--- src/hw/vtc_pkg.sv ---
`default_nettype none
package vtc_pkg;

    // ****************************************************************
    // timing of the transfer cycle, in clock cycles at 40 MHz
    // ****************************************************************
    localparam int unsigned CLK_PERIOD_NS    = 25;    // system clock period
    localparam int unsigned SETUP_NS         = 25;    // strobe and address lead before row strobe
    localparam int unsigned ROW_HOLD_NS      = 50;    // row address hold after row strobe
    localparam int unsigned COL_HOLD_NS      = 75;    // column strobe low time
    localparam int unsigned SHIFT_CLOCK_PHASE_LOW_NS      = 40;    // optional shift clock low pulse
    localparam int unsigned GAP_NS           = 90;    // pulse end to first pixel byte strobe
    // least times round up
    localparam int unsigned SETUP_CYC    = (SETUP_NS + CLK_PERIOD_NS - 1) / CLK_PERIOD_NS;
    localparam int unsigned ROW_HOLD_CYC = (ROW_HOLD_NS + CLK_PERIOD_NS - 1) / CLK_PERIOD_NS;
    localparam int unsigned COL_CYC      = (COL_HOLD_NS + CLK_PERIOD_NS - 1) / CLK_PERIOD_NS;
    localparam int unsigned VLOW_CYC     = (SHIFT_CLOCK_PHASE_LOW_NS + CLK_PERIOD_NS - 1) / CLK_PERIOD_NS;
    localparam int unsigned GAP_CYC      = (GAP_NS + CLK_PERIOD_NS - 1) / CLK_PERIOD_NS;

    // ****************************************************************
    // widths
    // ****************************************************************
    localparam int unsigned ROW_W  = 8;   // row / start address width
    localparam int unsigned BANK_W = 2;   // bank select bits
    localparam int unsigned CTL_W  = 3;   // serializer control bits
    localparam int unsigned WE_W   = 4;   // write enable lanes
    localparam int unsigned CNT_W  = 4;   // phase counter width
    localparam int unsigned FIFO_DEPTH = 4;

    // ****************************************************************
    // request word
    // ****************************************************************
    typedef struct packed {
        logic [BANK_W-1:0] bank;      // bank select address bits
        logic [ROW_W-1:0]  row;       // row address
        logic [ROW_W-1:0]  start;     // shifter start address
        logic [CTL_W-1:0]  offset;    // start offset control
        logic [CTL_W-1:0]  bitcount;  // bit count for first pixel byte strobe
        logic              pulse_en;  // produce the shift clock low pulse
    } vtc_req_s;
    localparam int unsigned REQ_W = $bits(vtc_req_s);

    // ****************************************************************
    // sequencer states
    // ****************************************************************
    typedef enum logic [2:0] {
        ST_IDLE  = 3'b000,
        ST_SETUP = 3'b001,
        ST_ROW   = 3'b010,
        ST_COL   = 3'b011,
        ST_REL   = 3'b100,
        ST_GAP   = 3'b101,
        ST_VLOW  = 3'b110,
        ST_PIX   = 3'b111
    } vtc_state_e;

    // memory-side pins
    typedef struct packed {
        logic              ras_n;
        logic              cas_n;
        logic              xfg_n;     // transfer_gate_strobe, active low
        logic [WE_W-1:0]   we_n;
        logic [ROW_W-1:0]  addr;
        logic [BANK_W-1:0] bank;
    } vtc_mem_s;

endpackage
`default_nettype wire

--- src/hw/vtc_fifo.sv ---
`default_nettype none
// ********************************************************************
// small request fifo
// ********************************************************************
module vtc_fifo #(
    parameter int unsigned WIDTH = 8,
    parameter int unsigned DEPTH = 4
) (
    // clock and reset
    input  wire logic             i_clk_sys,
    input  wire logic             i_reset,
    // fill side
    input  wire logic             i_valid,
    output logic                  o_ready,
    input  wire logic [WIDTH-1:0] i_data,
    // drain side
    output logic                  o_valid,
    input  wire logic             i_ready,
    output logic [WIDTH-1:0]      o_data
);
    localparam int unsigned AW = $clog2(DEPTH);
    typedef struct packed {
        logic [DEPTH-1:0][WIDTH-1:0] mem;   // storage flops
        logic [AW-1:0]               wr;    // write index
        logic [AW-1:0]               rd;    // read index
        logic [AW:0]                 cnt;   // fill level
    } vtc_fifo_s;
    vtc_fifo_s st_q, st_d;
    logic push, pop;

    // handshakes from the fill level
    assign o_ready = (st_q.cnt != (AW+1)'(DEPTH));
    assign o_valid = (st_q.cnt != '0);
    assign o_data  = st_q.mem[st_q.rd];
    assign push    = i_valid && o_ready;
    assign pop     = o_valid && i_ready;

    // next state
    always_comb begin
        st_d = st_q;
        if (push) begin
            st_d.mem[st_q.wr] = i_data;
            st_d.wr = st_q.wr + 1'b1;
        end
        if (pop) begin
            st_d.rd = st_q.rd + 1'b1;
        end
        st_d.cnt = st_q.cnt + {{AW{1'b0}}, push} - {{AW{1'b0}}, pop};
    end

    // register
    always_ff @(posedge i_clk_sys) begin
        if (i_reset) begin
            st_q <= '0;
        end else begin
            st_q <= st_d;
        end
    end
endmodule // vtc_fifo
`default_nettype wire

--- src/hw/vtc_transfer.sv ---
`default_nettype none
// ********************************************************************
// ********************************************************************
module vtc_transfer (
    // clock and reset
    input  wire logic                        i_clk_sys,
    input  wire logic                        i_reset,
    // transfer requests
    input  wire logic                        i_req_valid,
    output logic                             o_req_ready,
    input  wire vtc_pkg::vtc_req_s           i_req,
    // display side pixel byte strobe enable
    input  wire logic                        i_pix_tick,
    // memory pins
    output vtc_pkg::vtc_mem_s                o_mem,
    // serializer pins
    output logic [vtc_pkg::CTL_W-1:0]        o_serializer_control_bits,
    output logic                             o_shift_clock_phase,
    output logic                             o_pixel_byte_strobe,
    // status
    output logic                             o_busy
);
    // ****************************************************************
    // request fifo
    // ****************************************************************
    logic              f_valid;   // fifo has a request
    logic              f_take;    // sequencer accepts it
    vtc_pkg::vtc_req_s f_data;    // head of fifo

    vtc_fifo #(
        .WIDTH (vtc_pkg::REQ_W),
        .DEPTH (vtc_pkg::FIFO_DEPTH)
    ) u_fifo (
        .i_clk_sys (i_clk_sys),
        .i_reset   (i_reset),
        .i_valid   (i_req_valid),
        .o_ready   (o_req_ready),
        .i_data    (i_req),
        .o_valid   (f_valid),
        .i_ready   (f_take),
        .o_data    (f_data)
    );

    // ****************************************************************
    // state
    // ****************************************************************
    typedef struct packed {
        vtc_pkg::vtc_state_e              state;   // sequencer state
        logic [vtc_pkg::CNT_W-1:0]        cnt;     // cycles left in state
        vtc_pkg::vtc_req_s                req;     // current request
        vtc_pkg::vtc_mem_s                mem;     // memory pins
        logic [vtc_pkg::CTL_W-1:0]        ctl;     // serializer control
        logic                             shift_clock_phase;    // shift clock phase
        logic                             pixel_byte_strobe;    // pixel byte strobe
        logic                             run;     // pixel strobing active
    } vtc_top_s;
    vtc_top_s st_q, st_d;

    assign f_take = (st_q.state == vtc_pkg::ST_IDLE) && f_valid;

    // ****************************************************************
    // sequencer
    // ****************************************************************
    always_comb begin
        st_d = st_q;
        st_d.pixel_byte_strobe = 1'b0;
        st_d.mem.we_n = '1;
        if (st_q.cnt != '0) begin
            st_d.cnt = st_q.cnt - 1'b1;
        end
        case (st_q.state)
            vtc_pkg::ST_IDLE: begin
                // pixel strobes keep running between transfers, a new transfer wins
                if (st_q.run && i_pix_tick && !f_valid) begin
                    st_d.pixel_byte_strobe = 1'b1;
                    st_d.shift_clock_phase = ~st_q.shift_clock_phase;
                end
                if (f_valid) begin
                    st_d.req = f_data;
                    st_d.run = 1'b0;
                    st_d.shift_clock_phase = 1'b1;
                    st_d.mem.addr = f_data.row;
                    st_d.mem.bank = f_data.bank;
                    st_d.mem.xfg_n = 1'b0;
                    st_d.ctl = f_data.offset;
                    st_d.cnt = vtc_pkg::CNT_W'(vtc_pkg::SETUP_CYC - 1);
                    st_d.state = vtc_pkg::ST_SETUP;
                end
            end
            vtc_pkg::ST_SETUP: begin
                // strobe and row already stand; now drop row strobe
                if (st_q.cnt == '0) begin
                    st_d.mem.ras_n = 1'b0;
                    st_d.cnt = vtc_pkg::CNT_W'(vtc_pkg::ROW_HOLD_CYC - 1);
                    st_d.state = vtc_pkg::ST_ROW;
                end
            end
            vtc_pkg::ST_ROW: begin
                // row held, then start address before column fall
                if (st_q.cnt == '0) begin
                    st_d.mem.addr = st_q.req.start;
                    st_d.state = vtc_pkg::ST_COL;
                    st_d.cnt = vtc_pkg::CNT_W'(vtc_pkg::COL_CYC);
                end
            end
            vtc_pkg::ST_COL: begin
                st_d.mem.cas_n = 1'b0;
                if (st_q.cnt == '0) begin
                    st_d.mem.xfg_n = 1'b1;
                    st_d.ctl = st_q.req.bitcount;
                    st_d.cnt = vtc_pkg::CNT_W'(vtc_pkg::SETUP_CYC - 1);
                    st_d.state = vtc_pkg::ST_REL;
                end
            end
            vtc_pkg::ST_REL: begin
                // strobe released one stage before both strobes rise
                if (st_q.cnt == '0) begin
                    st_d.mem.ras_n = 1'b1;
                    st_d.mem.cas_n = 1'b1;
                    st_d.cnt = vtc_pkg::CNT_W'(vtc_pkg::VLOW_CYC - 1);
                    if (st_q.req.pulse_en) begin
                        st_d.shift_clock_phase = 1'b0;
                        st_d.state = vtc_pkg::ST_VLOW;
                    end else begin
                        st_d.cnt = vtc_pkg::CNT_W'(vtc_pkg::GAP_CYC - 1);
                        st_d.state = vtc_pkg::ST_GAP;
                    end
                end
            end
            vtc_pkg::ST_VLOW: begin
                if (st_q.cnt == '0) begin
                    st_d.shift_clock_phase = 1'b1;
                    st_d.cnt = vtc_pkg::CNT_W'(vtc_pkg::GAP_CYC - 1);
                    st_d.state = vtc_pkg::ST_GAP;
                end
            end
            vtc_pkg::ST_GAP: begin
                if (st_q.cnt == '0) begin
                    st_d.state = vtc_pkg::ST_PIX;
                end
            end
            vtc_pkg::ST_PIX: begin
                // first possible pixel byte strobe, bit count stands
                st_d.pixel_byte_strobe = 1'b1;
                st_d.shift_clock_phase = ~st_q.shift_clock_phase;
                st_d.run = 1'b1;
                st_d.state = vtc_pkg::ST_IDLE;
            end
            default: begin
                st_d.state = vtc_pkg::ST_IDLE;
            end
        endcase
    end

    // ****************************************************************
    // register
    // ****************************************************************
    always_ff @(posedge i_clk_sys) begin
        if (i_reset) begin
            st_q <= '0;
            st_q.state <= vtc_pkg::ST_IDLE;
            st_q.mem.ras_n <= 1'b1;
            st_q.mem.cas_n <= 1'b1;
            st_q.mem.xfg_n <= 1'b1;
            st_q.mem.we_n <= '1;
            st_q.shift_clock_phase <= 1'b1;
        end else begin
            st_q <= st_d;
        end
    end

    // outputs from flops
    assign o_mem = st_q.mem;
    assign o_serializer_control_bits = st_q.ctl;
    assign o_shift_clock_phase = st_q.shift_clock_phase;
    assign o_pixel_byte_strobe = st_q.pixel_byte_strobe;
    assign o_busy = (st_q.state != vtc_pkg::ST_IDLE);

    // ****************************************************************
    // checks
    // ****************************************************************
    chk_gate_before_row: assert property (@(posedge i_clk_sys) disable iff (i_reset)
        $fell(o_mem.ras_n) |-> !o_mem.xfg_n && $past(!o_mem.xfg_n))
        else $error("gate strobe not active before row strobe fall");
    chk_gate_release: assert property (@(posedge i_clk_sys) disable iff (i_reset)
        $rose(o_mem.ras_n) |-> $past(o_mem.xfg_n))
        else $error("gate strobe still active at row strobe rise");
    chk_we_high: assert property (@(posedge i_clk_sys) disable iff (i_reset)
        !o_mem.ras_n |-> o_mem.we_n == '1)
        else $error("write enable low during transfer");
    chk_row_addr: assert property (@(posedge i_clk_sys) disable iff (i_reset)
        $fell(o_mem.ras_n) |-> o_mem.addr == st_q.req.row)
        else $error("row address wrong at row strobe fall");
    chk_col_addr: assert property (@(posedge i_clk_sys) disable iff (i_reset)
        $fell(o_mem.cas_n) |-> o_mem.addr == st_q.req.start)
        else $error("start address wrong at column fall");
    chk_offset_ctl: assert property (@(posedge i_clk_sys) disable iff (i_reset)
        $fell(o_mem.ras_n) |-> o_serializer_control_bits == st_q.req.offset)
        else $error("start offset missing at row fall");
    chk_pulse_width: assert property (@(posedge i_clk_sys) disable iff (i_reset)
        $fell(o_shift_clock_phase) && o_mem.xfg_n && st_q.state == vtc_pkg::ST_VLOW
        |-> !o_shift_clock_phase [*2] ##1 o_shift_clock_phase)
        else $error("shift clock low pulse width wrong");
    chk_shift_clock_phase_high_row: assert property (@(posedge i_clk_sys) disable iff (i_reset)
        $fell(o_mem.ras_n) |-> o_shift_clock_phase)
        else $error("shift clock not high at transfer start");
    chk_toggle: assert property (@(posedge i_clk_sys) disable iff (i_reset)
        o_pixel_byte_strobe |-> o_shift_clock_phase != $past(o_shift_clock_phase))
        else $error("shift clock did not toggle on pixel strobe");
    chk_bitcount: assert property (@(posedge i_clk_sys) disable iff (i_reset)
        $rose(o_mem.ras_n) |-> ##[1:8] o_pixel_byte_strobe
            && o_serializer_control_bits == st_q.req.bitcount)
        else $error("bit count not valid at first pixel strobe");
endmodule // vtc_transfer
`default_nettype wire

--- config.mk ---
export PLATFORM = sky130hd
export DESIGN_NAME = vtc_transfer
export DESIGN_NICKNAME = d
export VERILOG_FILES = /design/src/hw/vtc_pkg.sv /design/src/hw/vtc_fifo.sv /design/src/hw/vtc_transfer.sv
export SDC_FILE = /design/constraint.sdc
export NUM_CORES = 1
export LEC_CHECK = 0
export BUFFER_PORTS_ARGS = -buffer_cell sky130_fd_sc_hd__buf_2
export CORE_UTILIZATION = 38
export DETAILED_ROUTE_END_ITERATION = 7
export SYNTH_ARGS = -nofsm -noshare
export SYNTH_HDL_FRONTEND = slang
export SYNTH_HIERARCHICAL = 1
export SYNTH_SLANG_ARGS = --single-unit
--- constraint.sdc ---
create_clock -name i_clk_sys -period 3.9 [get_ports i_clk_sys]
set_input_delay 0.585 -clock i_clk_sys [delete_from_list [all_inputs] [get_ports i_clk_sys]]
set_output_delay 0.585 -clock i_clk_sys [all_outputs]
set_load 0.01 [all_outputs]
==> Word-level counts from Yosys, hierarchy flattened <==
Index checks and enable logic that the tools add are counted.
{ "classes": {"n_addsub": 5, "n_eq_ne": 17, "order_cmp": 3, "n_bitwise": 1, "n_reduce_logical": 26, "mux": 34} }
{ "ops": {"columns": ["op", "count"], "rows": [
  ["$bwmux 100", 1],
  ["$bmux 25 s2", 1],
  ["$demux 25 s2", 1],
  ["$mux 25", 2],
  ["$mux 7", 5],
  ["$mux 32", 1],
  ["$pmux 3 s8", 1],
  ["$pmux 4 s6", 1],
  ["$ne 2x2->1 const B", 8],
  ["$pmux 8 s2", 1],
  ["$mux 14", 1],
  ["$eq 3x3->1 const B", 4],
  ["$reduce_bool 2->1", 5],
  ["$reduce_and 3->1", 3],
  ["$mux 2", 4],
  ["$mux 8", 1],
  ["$reduce_bool 4->1", 2],
  ["$reduce_and 7->1", 1],
  ["$eq 3x2->1 const B", 2],
  ["$logic_and 1x1->1", 6],
  ["$lt 2x3->1 const B", 2],
  ["$mux 3", 2],
  ["$pmux 1 s2", 3],
  ["$pmux 3 s2", 1],
  ["19 further kinds", 27]
]} }
{ "word_totals": {"register_bits": 160} }

==> Depth between registers and ports, before layout <==
{ "logic_depth": {"depth_word": 6, "ltp_mapped": 14, "ltp_nobuf": 11} }

==> By module <==
The synthesis kept the hierarchy.
{ "modules_own_cells": {"columns": ["module", "cells_per_inst", "area_per_inst_um2", "n_inst"], "rows": [
  ["vtc_fifo", 428, 4978.5, 1],
  ["vtc_transfer", 251, 1953.1, 1]
]} }

==> Least setup slack after synthesis <==
Ideal clock, no wire load.
{ "synth_path": {"kind": "flip-flop to flip-flop", "startpoint": "register u_fifo/st_q[1] (netlist name)", "endpoint": "register u_fifo/st_q[2] (netlist name)", "path_slack_ps": 787, "period_less_slack_ps": 3113, "required_time_ps": 3774, "n_path_buf": 3, "setup_ps": 126, "arrival_ps": 2986, "path_stages_with_launch": 15, "cell_sequence": "dfxtp_1 > or3_2 > buf_4 > or4b_1 > buf_2 > clkinv_1 > buf_4 > o31a_2 > ha_1 > inv_1 > ha_1 > fa_1 > xnor2_1 > xnor2_1 > nor2_1"} }
{ "synth_between": {"elab_chain_cells": 4, "word_cells_on_any_way": 7} }
{ "synth_rtl": {"columns": ["element", "line", "text"], "rows": [
  ["start, declared", "vtc_fifo.sv:28", "vtc_fifo_s st_q, st_d;"],
  ["start signal, assigned", "vtc_fifo.sv:56", "st_q <= st_d;"],
  ["$reduce_bool 3->1", "vtc_fifo.sv:33", "assign o_valid = (st_q.cnt != '0);"],
  ["via f_valid", "vtc_transfer.sv:26", "logic f_valid;"],
  ["$logic_and 1x1->1", "vtc_transfer.sv:59", "assign f_take = (st_q.state == vtc_pkg::ST_IDLE) && f_valid;"],
  ["via f_take", "vtc_transfer.sv:27", "logic f_take;"],
  ["$logic_and 1x1->1", "vtc_fifo.sv:36", "assign pop = o_valid && i_ready;"],
  ["via u_fifo.pop", "vtc_fifo.sv:29", "logic push, pop;"],
  ["$sub 3x1->3", "vtc_fifo.sv:48", "st_d.cnt = st_q.cnt + {{AW{1'b0}}, push} - {{AW{1'b0}}, pop};"]
]} }
The timed path passes the listed nets, and every way through them passes these cells.
A chain may end at the register's enable or synchronous reset.

==> Worst setup path after layout <==
{ "layout_path": {"startpoint": "register u_fifo/st_q[1] (netlist name)", "endpoint": "register u_fifo/st_q[2] (netlist name)"} }
{ "layout_between": {"elab_chain_cells": 4, "word_cells_on_any_way": 7} }
{ "layout_rtl": {"columns": ["element", "line"], "rows": [
  ["$reduce_bool 3->1 (*)", "vtc_fifo.sv:33"],
  ["via f_valid", "vtc_transfer.sv:26"],
  ["$logic_and 1x1->1", "vtc_transfer.sv:59"],
  ["$logic_and 1x1->1 (*)", "vtc_fifo.sv:36"],
  ["via u_fifo.pop", "vtc_fifo.sv:29"],
  ["$sub 3x1->3 (*)", "vtc_fifo.sv:48"]
]} }
Mark *: on every way through the listed nets, which the timed path passes. The rest lies on a longest branch.

==> report_table.html <==
<table>
<tr><th>Metric</th><th>Value</th></tr>
<tr><th colspan="2">Clock tree</th></tr>
<tr><td>CTS Hold Bufs</td><td>0</td></tr>
<tr><td>Buffers inserted during post-CTS setup optimization</td><td>0</td></tr>
<tr><td>Sink Count</td><td>145</td></tr>
<tr><td>Latest clock arrival within the worst-skew pair</td><td>0.43 ns</td></tr>
<tr><td>Resized cells post-CTS</td><td>0</td></tr>
<tr><td>Clock tree from TritonCTS</td><td>built</td></tr>
<tr><td>Count of H-tree levels built during CTS</td><td>4</td></tr>
<tr><td>Clock root cell</td><td>clkbuf_16</td></tr>
<tr><td>Clock-pin slew reported for the worst setup and hold paths after clock tree synthesis</td><td>0.06 ns</td></tr>
<tr><td>Number of clock buffers inserted by TritonCTS</td><td>17</td></tr>
<tr><td>Longest Clk Path Bufs</td><td>2</td></tr>
<tr><th colspan="2">STA</th></tr>
<tr><td>Final max-slew violation count</td><td>0</td></tr>
<tr><td>Count of endpoints failing hold in the final timing report</td><td>0</td></tr>
<tr><td>Setup TNS Final</td><td>0 ns</td></tr>
<tr><td>Setup repair after global routing missed its margin</td><td>false</td></tr>
<tr><td>Endpoints failing setup</td><td>0</td></tr>
<tr><td>Slew @ Worst Pin</td><td>1.06 ns</td></tr>
<tr><td>Hold WS</td><td>0.455 ns</td></tr>
<tr><td>Clock Skew</td><td>0.00578 ns</td></tr>
<tr><td>Normalized max-slew margin</td><td>0.295</td></tr>
<tr><td>Post-layout min period</td><td>about 3 ns</td></tr>
<tr><td>Maximum operating frequency</td><td>0.341 GHz</td></tr>
<tr><td>Post-route fraction of the period consumed by the critical path</td><td>0.752</td></tr>
<tr><th colspan="2">Route</th></tr>
<tr><td>Detail Route Antenna Nets</td><td>0</td></tr>
<tr><td>DRC violations left</td><td>0</td></tr>
<tr><td>Routed length per placed instance</td><td>16.4 um</td></tr>
<tr><td>DRT Pass-1 Iters</td><td>6</td></tr>
<tr><td>Vias per cell</td><td>5.11</td></tr>
<tr><td>Via count</td><td>~4700</td></tr>
<tr><td>Post-detailed-routing wire length</td><td>between 15000 and 20000 um</td></tr>
<tr><td>Initial drt markers</td><td>~260</td></tr>
<tr><th colspan="2">Min path</th></tr>
<tr><td>Hold Crit Class</td><td>reg -&gt; reg</td></tr>
<tr><th colspan="2">GRT</th></tr>
<tr><td>Number of global-route vias before repair</td><td>4577</td></tr>
<tr><td>Global route total overflow</td><td>0</td></tr>
<tr><td>Wire length of the first global-routing pass</td><td>between 20000 and 25000 um</td></tr>
<tr><td>Initial antenna violation count</td><td>1</td></tr>
<tr><td>All-Layer GR Usage</td><td>0.172</td></tr>
<tr><td>Pin count of the biggest net entering global routing</td><td>between 100 and 150</td></tr>
<tr><th colspan="2">Yosys</th></tr>
<tr><td>Share of the synthesized area in the top cell type</td><td>0.419</td></tr>
<tr><td>Ys async rst share</td><td>0</td></tr>
<tr><td>Yosys warning count</td><td>6</td></tr>
<tr><td>Synthesized-area fraction occupied by and/or/nand/nor cells</td><td>0.195</td></tr>
<tr><td>Area contributors post-synth</td><td>dfxtp_1, mux2i_1, nand2b_1</td></tr>
<tr><td>Ys flop type</td><td>dfxtp_1</td></tr>
<tr><td>Syn Std Cell Area</td><td>6930 sq um</td></tr>
<tr><td>Xor and xnor fraction of the mapped netlist area</td><td>0.00505</td></tr>
<tr><td>Adder-cell share of the synthesized area</td><td>0.0191</td></tr>
<tr><td>Average cell area after synthesis</td><td>10.2 sq um</td></tr>
<tr><td>Dominant combinational cell family by area after synthesis</td><td>multiplexers</td></tr>
<tr><td>Synthesized instance count</td><td>679</td></tr>
<tr><td>Post-synth top area cell</td><td>dfxtp_1</td></tr>
<tr><td>Mux contribution to synthesized area</td><td>0.230</td></tr>
<tr><td>FF+latch count, synth</td><td>about 150</td></tr>
<tr><td>EDFF count, synth</td><td>0</td></tr>
<tr><td>Proportion of synthesized chip area in sequential cells</td><td>0.419</td></tr>
<tr><td>Synth Area in Compound Gates</td><td>0.0619</td></tr>
<tr><td>Synth top cells by count</td><td>dfxtp_1, nand2b_1, mux2i_1, nand2_1, a21oi_1</td></tr>
<tr><td>Distinct cell type count after synthesis</td><td>50</td></tr>
<tr><td>Most instantiated library cell after synthesis</td><td>dfxtp_1</td></tr>
<tr><th colspan="2">Cells and area</th></tr>
<tr><td>Layout Cells excl Fill</td><td>922</td></tr>
<tr><td>Share of the core filled with cells</td><td>0.429</td></tr>
<tr><td>Fraction of final layout cells sized beyond drive strength 1</td><td>0.173</td></tr>
<tr><td>Synthesis-to-finish area growth</td><td>10.8%</td></tr>
<tr><td>Final #Nets</td><td>721</td></tr>
<tr><th colspan="2">Die</th></tr>
<tr><td>Count of boundary I/O pins</td><td>53</td></tr>
<tr><td>Initial cell density of the core</td><td>0.387</td></tr>
<tr><td>Area inside the core boundary</td><td>17900 sq um</td></tr>
<tr><td>Die outline height</td><td>137 um</td></tr>
<tr><td>Full die area</td><td>18800 sq um</td></tr>
<tr><td>DIE WIDTH</td><td>137 um</td></tr>
<tr><td>Site Rows</td><td>49</td></tr>
<tr><th colspan="2">Worst setup path</th></tr>
<tr><td>Critical Path Source Type</td><td>register</td></tr>
<tr><td>Worst setup path category</td><td>reg -&gt; reg</td></tr>
<tr><td>Crit-path slowest cell</td><td>or3_2</td></tr>
<tr><td>Worst Path Required</td><td>between 4 and 5 ns</td></tr>
<tr><td>Worst path cell trace</td><td>or3_2 &gt; or4b_1 &gt; clkinv_1 &gt; o31a_2 &gt; ha_1 &gt; inv_1 &gt; ha_1 &gt; fa_1 &gt; xnor2_1 &gt; xnor2_1 &gt; nor2_1</td></tr>
<tr><td>Peak fanout along the critical path</td><td>17</td></tr>
<tr><td>Peak per-stage delay on the critical path</td><td>0.69 ns</td></tr>
<tr><td>Worst Path Arrival</td><td>3.23 ns</td></tr>
<tr><td>Endpoint type of the worst setup path</td><td>register</td></tr>
<tr><th colspan="2">Pwr</th></tr>
<tr><td>Combinational Power Share</td><td>0.262</td></tr>
<tr><td>Areal power density over the cells</td><td>616 nW/um^2</td></tr>
<tr><td>Design internal power</td><td>3.25 mW</td></tr>
<tr><td>Maximum ir drop on the vdd rail</td><td>0.000338 V</td></tr>
<tr><td>Net switching share of the total power</td><td>0.314</td></tr>
<tr><td>Share of total power in sequential cells</td><td>0.390</td></tr>
<tr><td>Net switching power of the design</td><td>~1.5 mW</td></tr>
<tr><td>Share of total power in the clock network</td><td>0.348</td></tr>
<tr><td>Static Leakage</td><td>3.18 nW</td></tr>
<tr><th colspan="2">Placement</th></tr>
<tr><td>Dpl cells</td><td>892</td></tr>
<tr><td>Routability-driven placement congestion ratio</td><td>0.787</td></tr>
<tr><td>Dpl hpwl</td><td>9820 um</td></tr>
<tr><td>I/O Buffers</td><td>between 40 and 50</td></tr>
<tr><th colspan="2">Status</th></tr>
<tr><td>Status</td><td>finished clean</td></tr>
<tr><th colspan="2">Run</th></tr>
<tr><td>Max-cap violation count</td><td>0</td></tr>
</table>
## worst max-delay path: cells and delay by family (launching register included)
family	cells	cell delay, ns
flops	1	0.36
compound gates	1	0.13
xor+xnor	2	0.34
fa+ha+maj	3	0.85
simple gates	3	1.00
buf+inv	2	0.12
## per-stage QoR
| stage | worst slack, ns | total power, mW | instance area (sq um) |
|---|---|---|---|
| after detailed placement | 1.01 | 3.13 | 7090 |
| final | 0.968 | 4.74 | 7680 |
| after global routing | 0.836 | 5.00 | 7680 |
| after global placement | 1.10 | 3.09 | 7090 |
| after floorplan | 0.787 | 2.90 | 6940 |
| after CTS | 0.968 | 4.79 | 7680 |
## layout make-up
type	count	area, sq um
clock inverter	6	105
clock buffer	23	488
sequential	145	2910
inverter	12	45.0
tap	229	287
fill	1721	10200
multi-input combinational	453	3560
timing repair buffer	53	293
antenna	1	2.50
## registers in the layout, summed over array words and instances (netlist names)
signal / count
u_fifo/st_q: 107
st_q: 20
o_pixel_byte_strobe: 1
o_shift_clock_phase: 1
o_mem: 13
o_serializer_control_bits: 3
## cell families (layout without fill, tap and decap cells)
kind of cell	after synthesis	after routing
other	1	5
flip-flops	145	145
multiplexers	128	128
AO/OA/AOI/OAI	65	65
AND/OR/NAND/NOR	242	242
XOR/XNOR	4	4
adder cells (fa/ha/maj)	10	10
buffers and inverters	84	94
## cell usage in the layout, fill, tap and decap left out, types with 8 or more instances in the layout
| cell type | instances |
|---|---|
| ha_1 | 9 |
| inv_1 | 11 |
| a311oi_1 | 8 |
| mux4_2 | 25 |
| nand2b_1 | 126 |
| nand2_1 | 40 |
| clkbuf_16 | 17 |
| nor3_1 | 8 |
| nand3_1 | 21 |
| dfxtp_1 | 143 |
| a21oi_1 | 32 |
| buf_2 | 47 |
| nor2_1 | 26 |
| o21ai_0 | 9 |
| mux2i_1 | 101 |
## power by group through the flow
stage / Sequential (mW) / Clock (mW) / Combinational, mW
floorplan: 1.77 / 0 / 1.13
CTS: 1.85 / 1.68 / 1.25
detailed placement: 1.88 / 0 / 1.25
finish: 1.85 / 1.65 / 1.24
global route: 1.88 / 1.74 / 1.38
global placement: 1.87 / 0 / 1.22
## worst paths after layout
check / startpoint / endpoint / cells after the start / slack (ns)
worst max-delay path: u_fifo/st_q[1] / u_fifo/st_q[2] / 11 / 0.97
worst min-delay path: st_q[26] / st_q[26] / 2 / 0.45
worst max register to register: u_fifo/st_q[1] / u_fifo/st_q[2] / 11 / 0.97
worst min register to register: st_q[26] / st_q[26] / 2 / 0.45
## layer usage
layer	wire (um)	up-vias	track usage
li1	-	2324	-
met2	7120	85	0.272
met5	0	-	0
met1	6930	2282	0.219
met3	794	22	0.0519
met4	252	0	0.0653
Power figures use the tool's default switching activity.
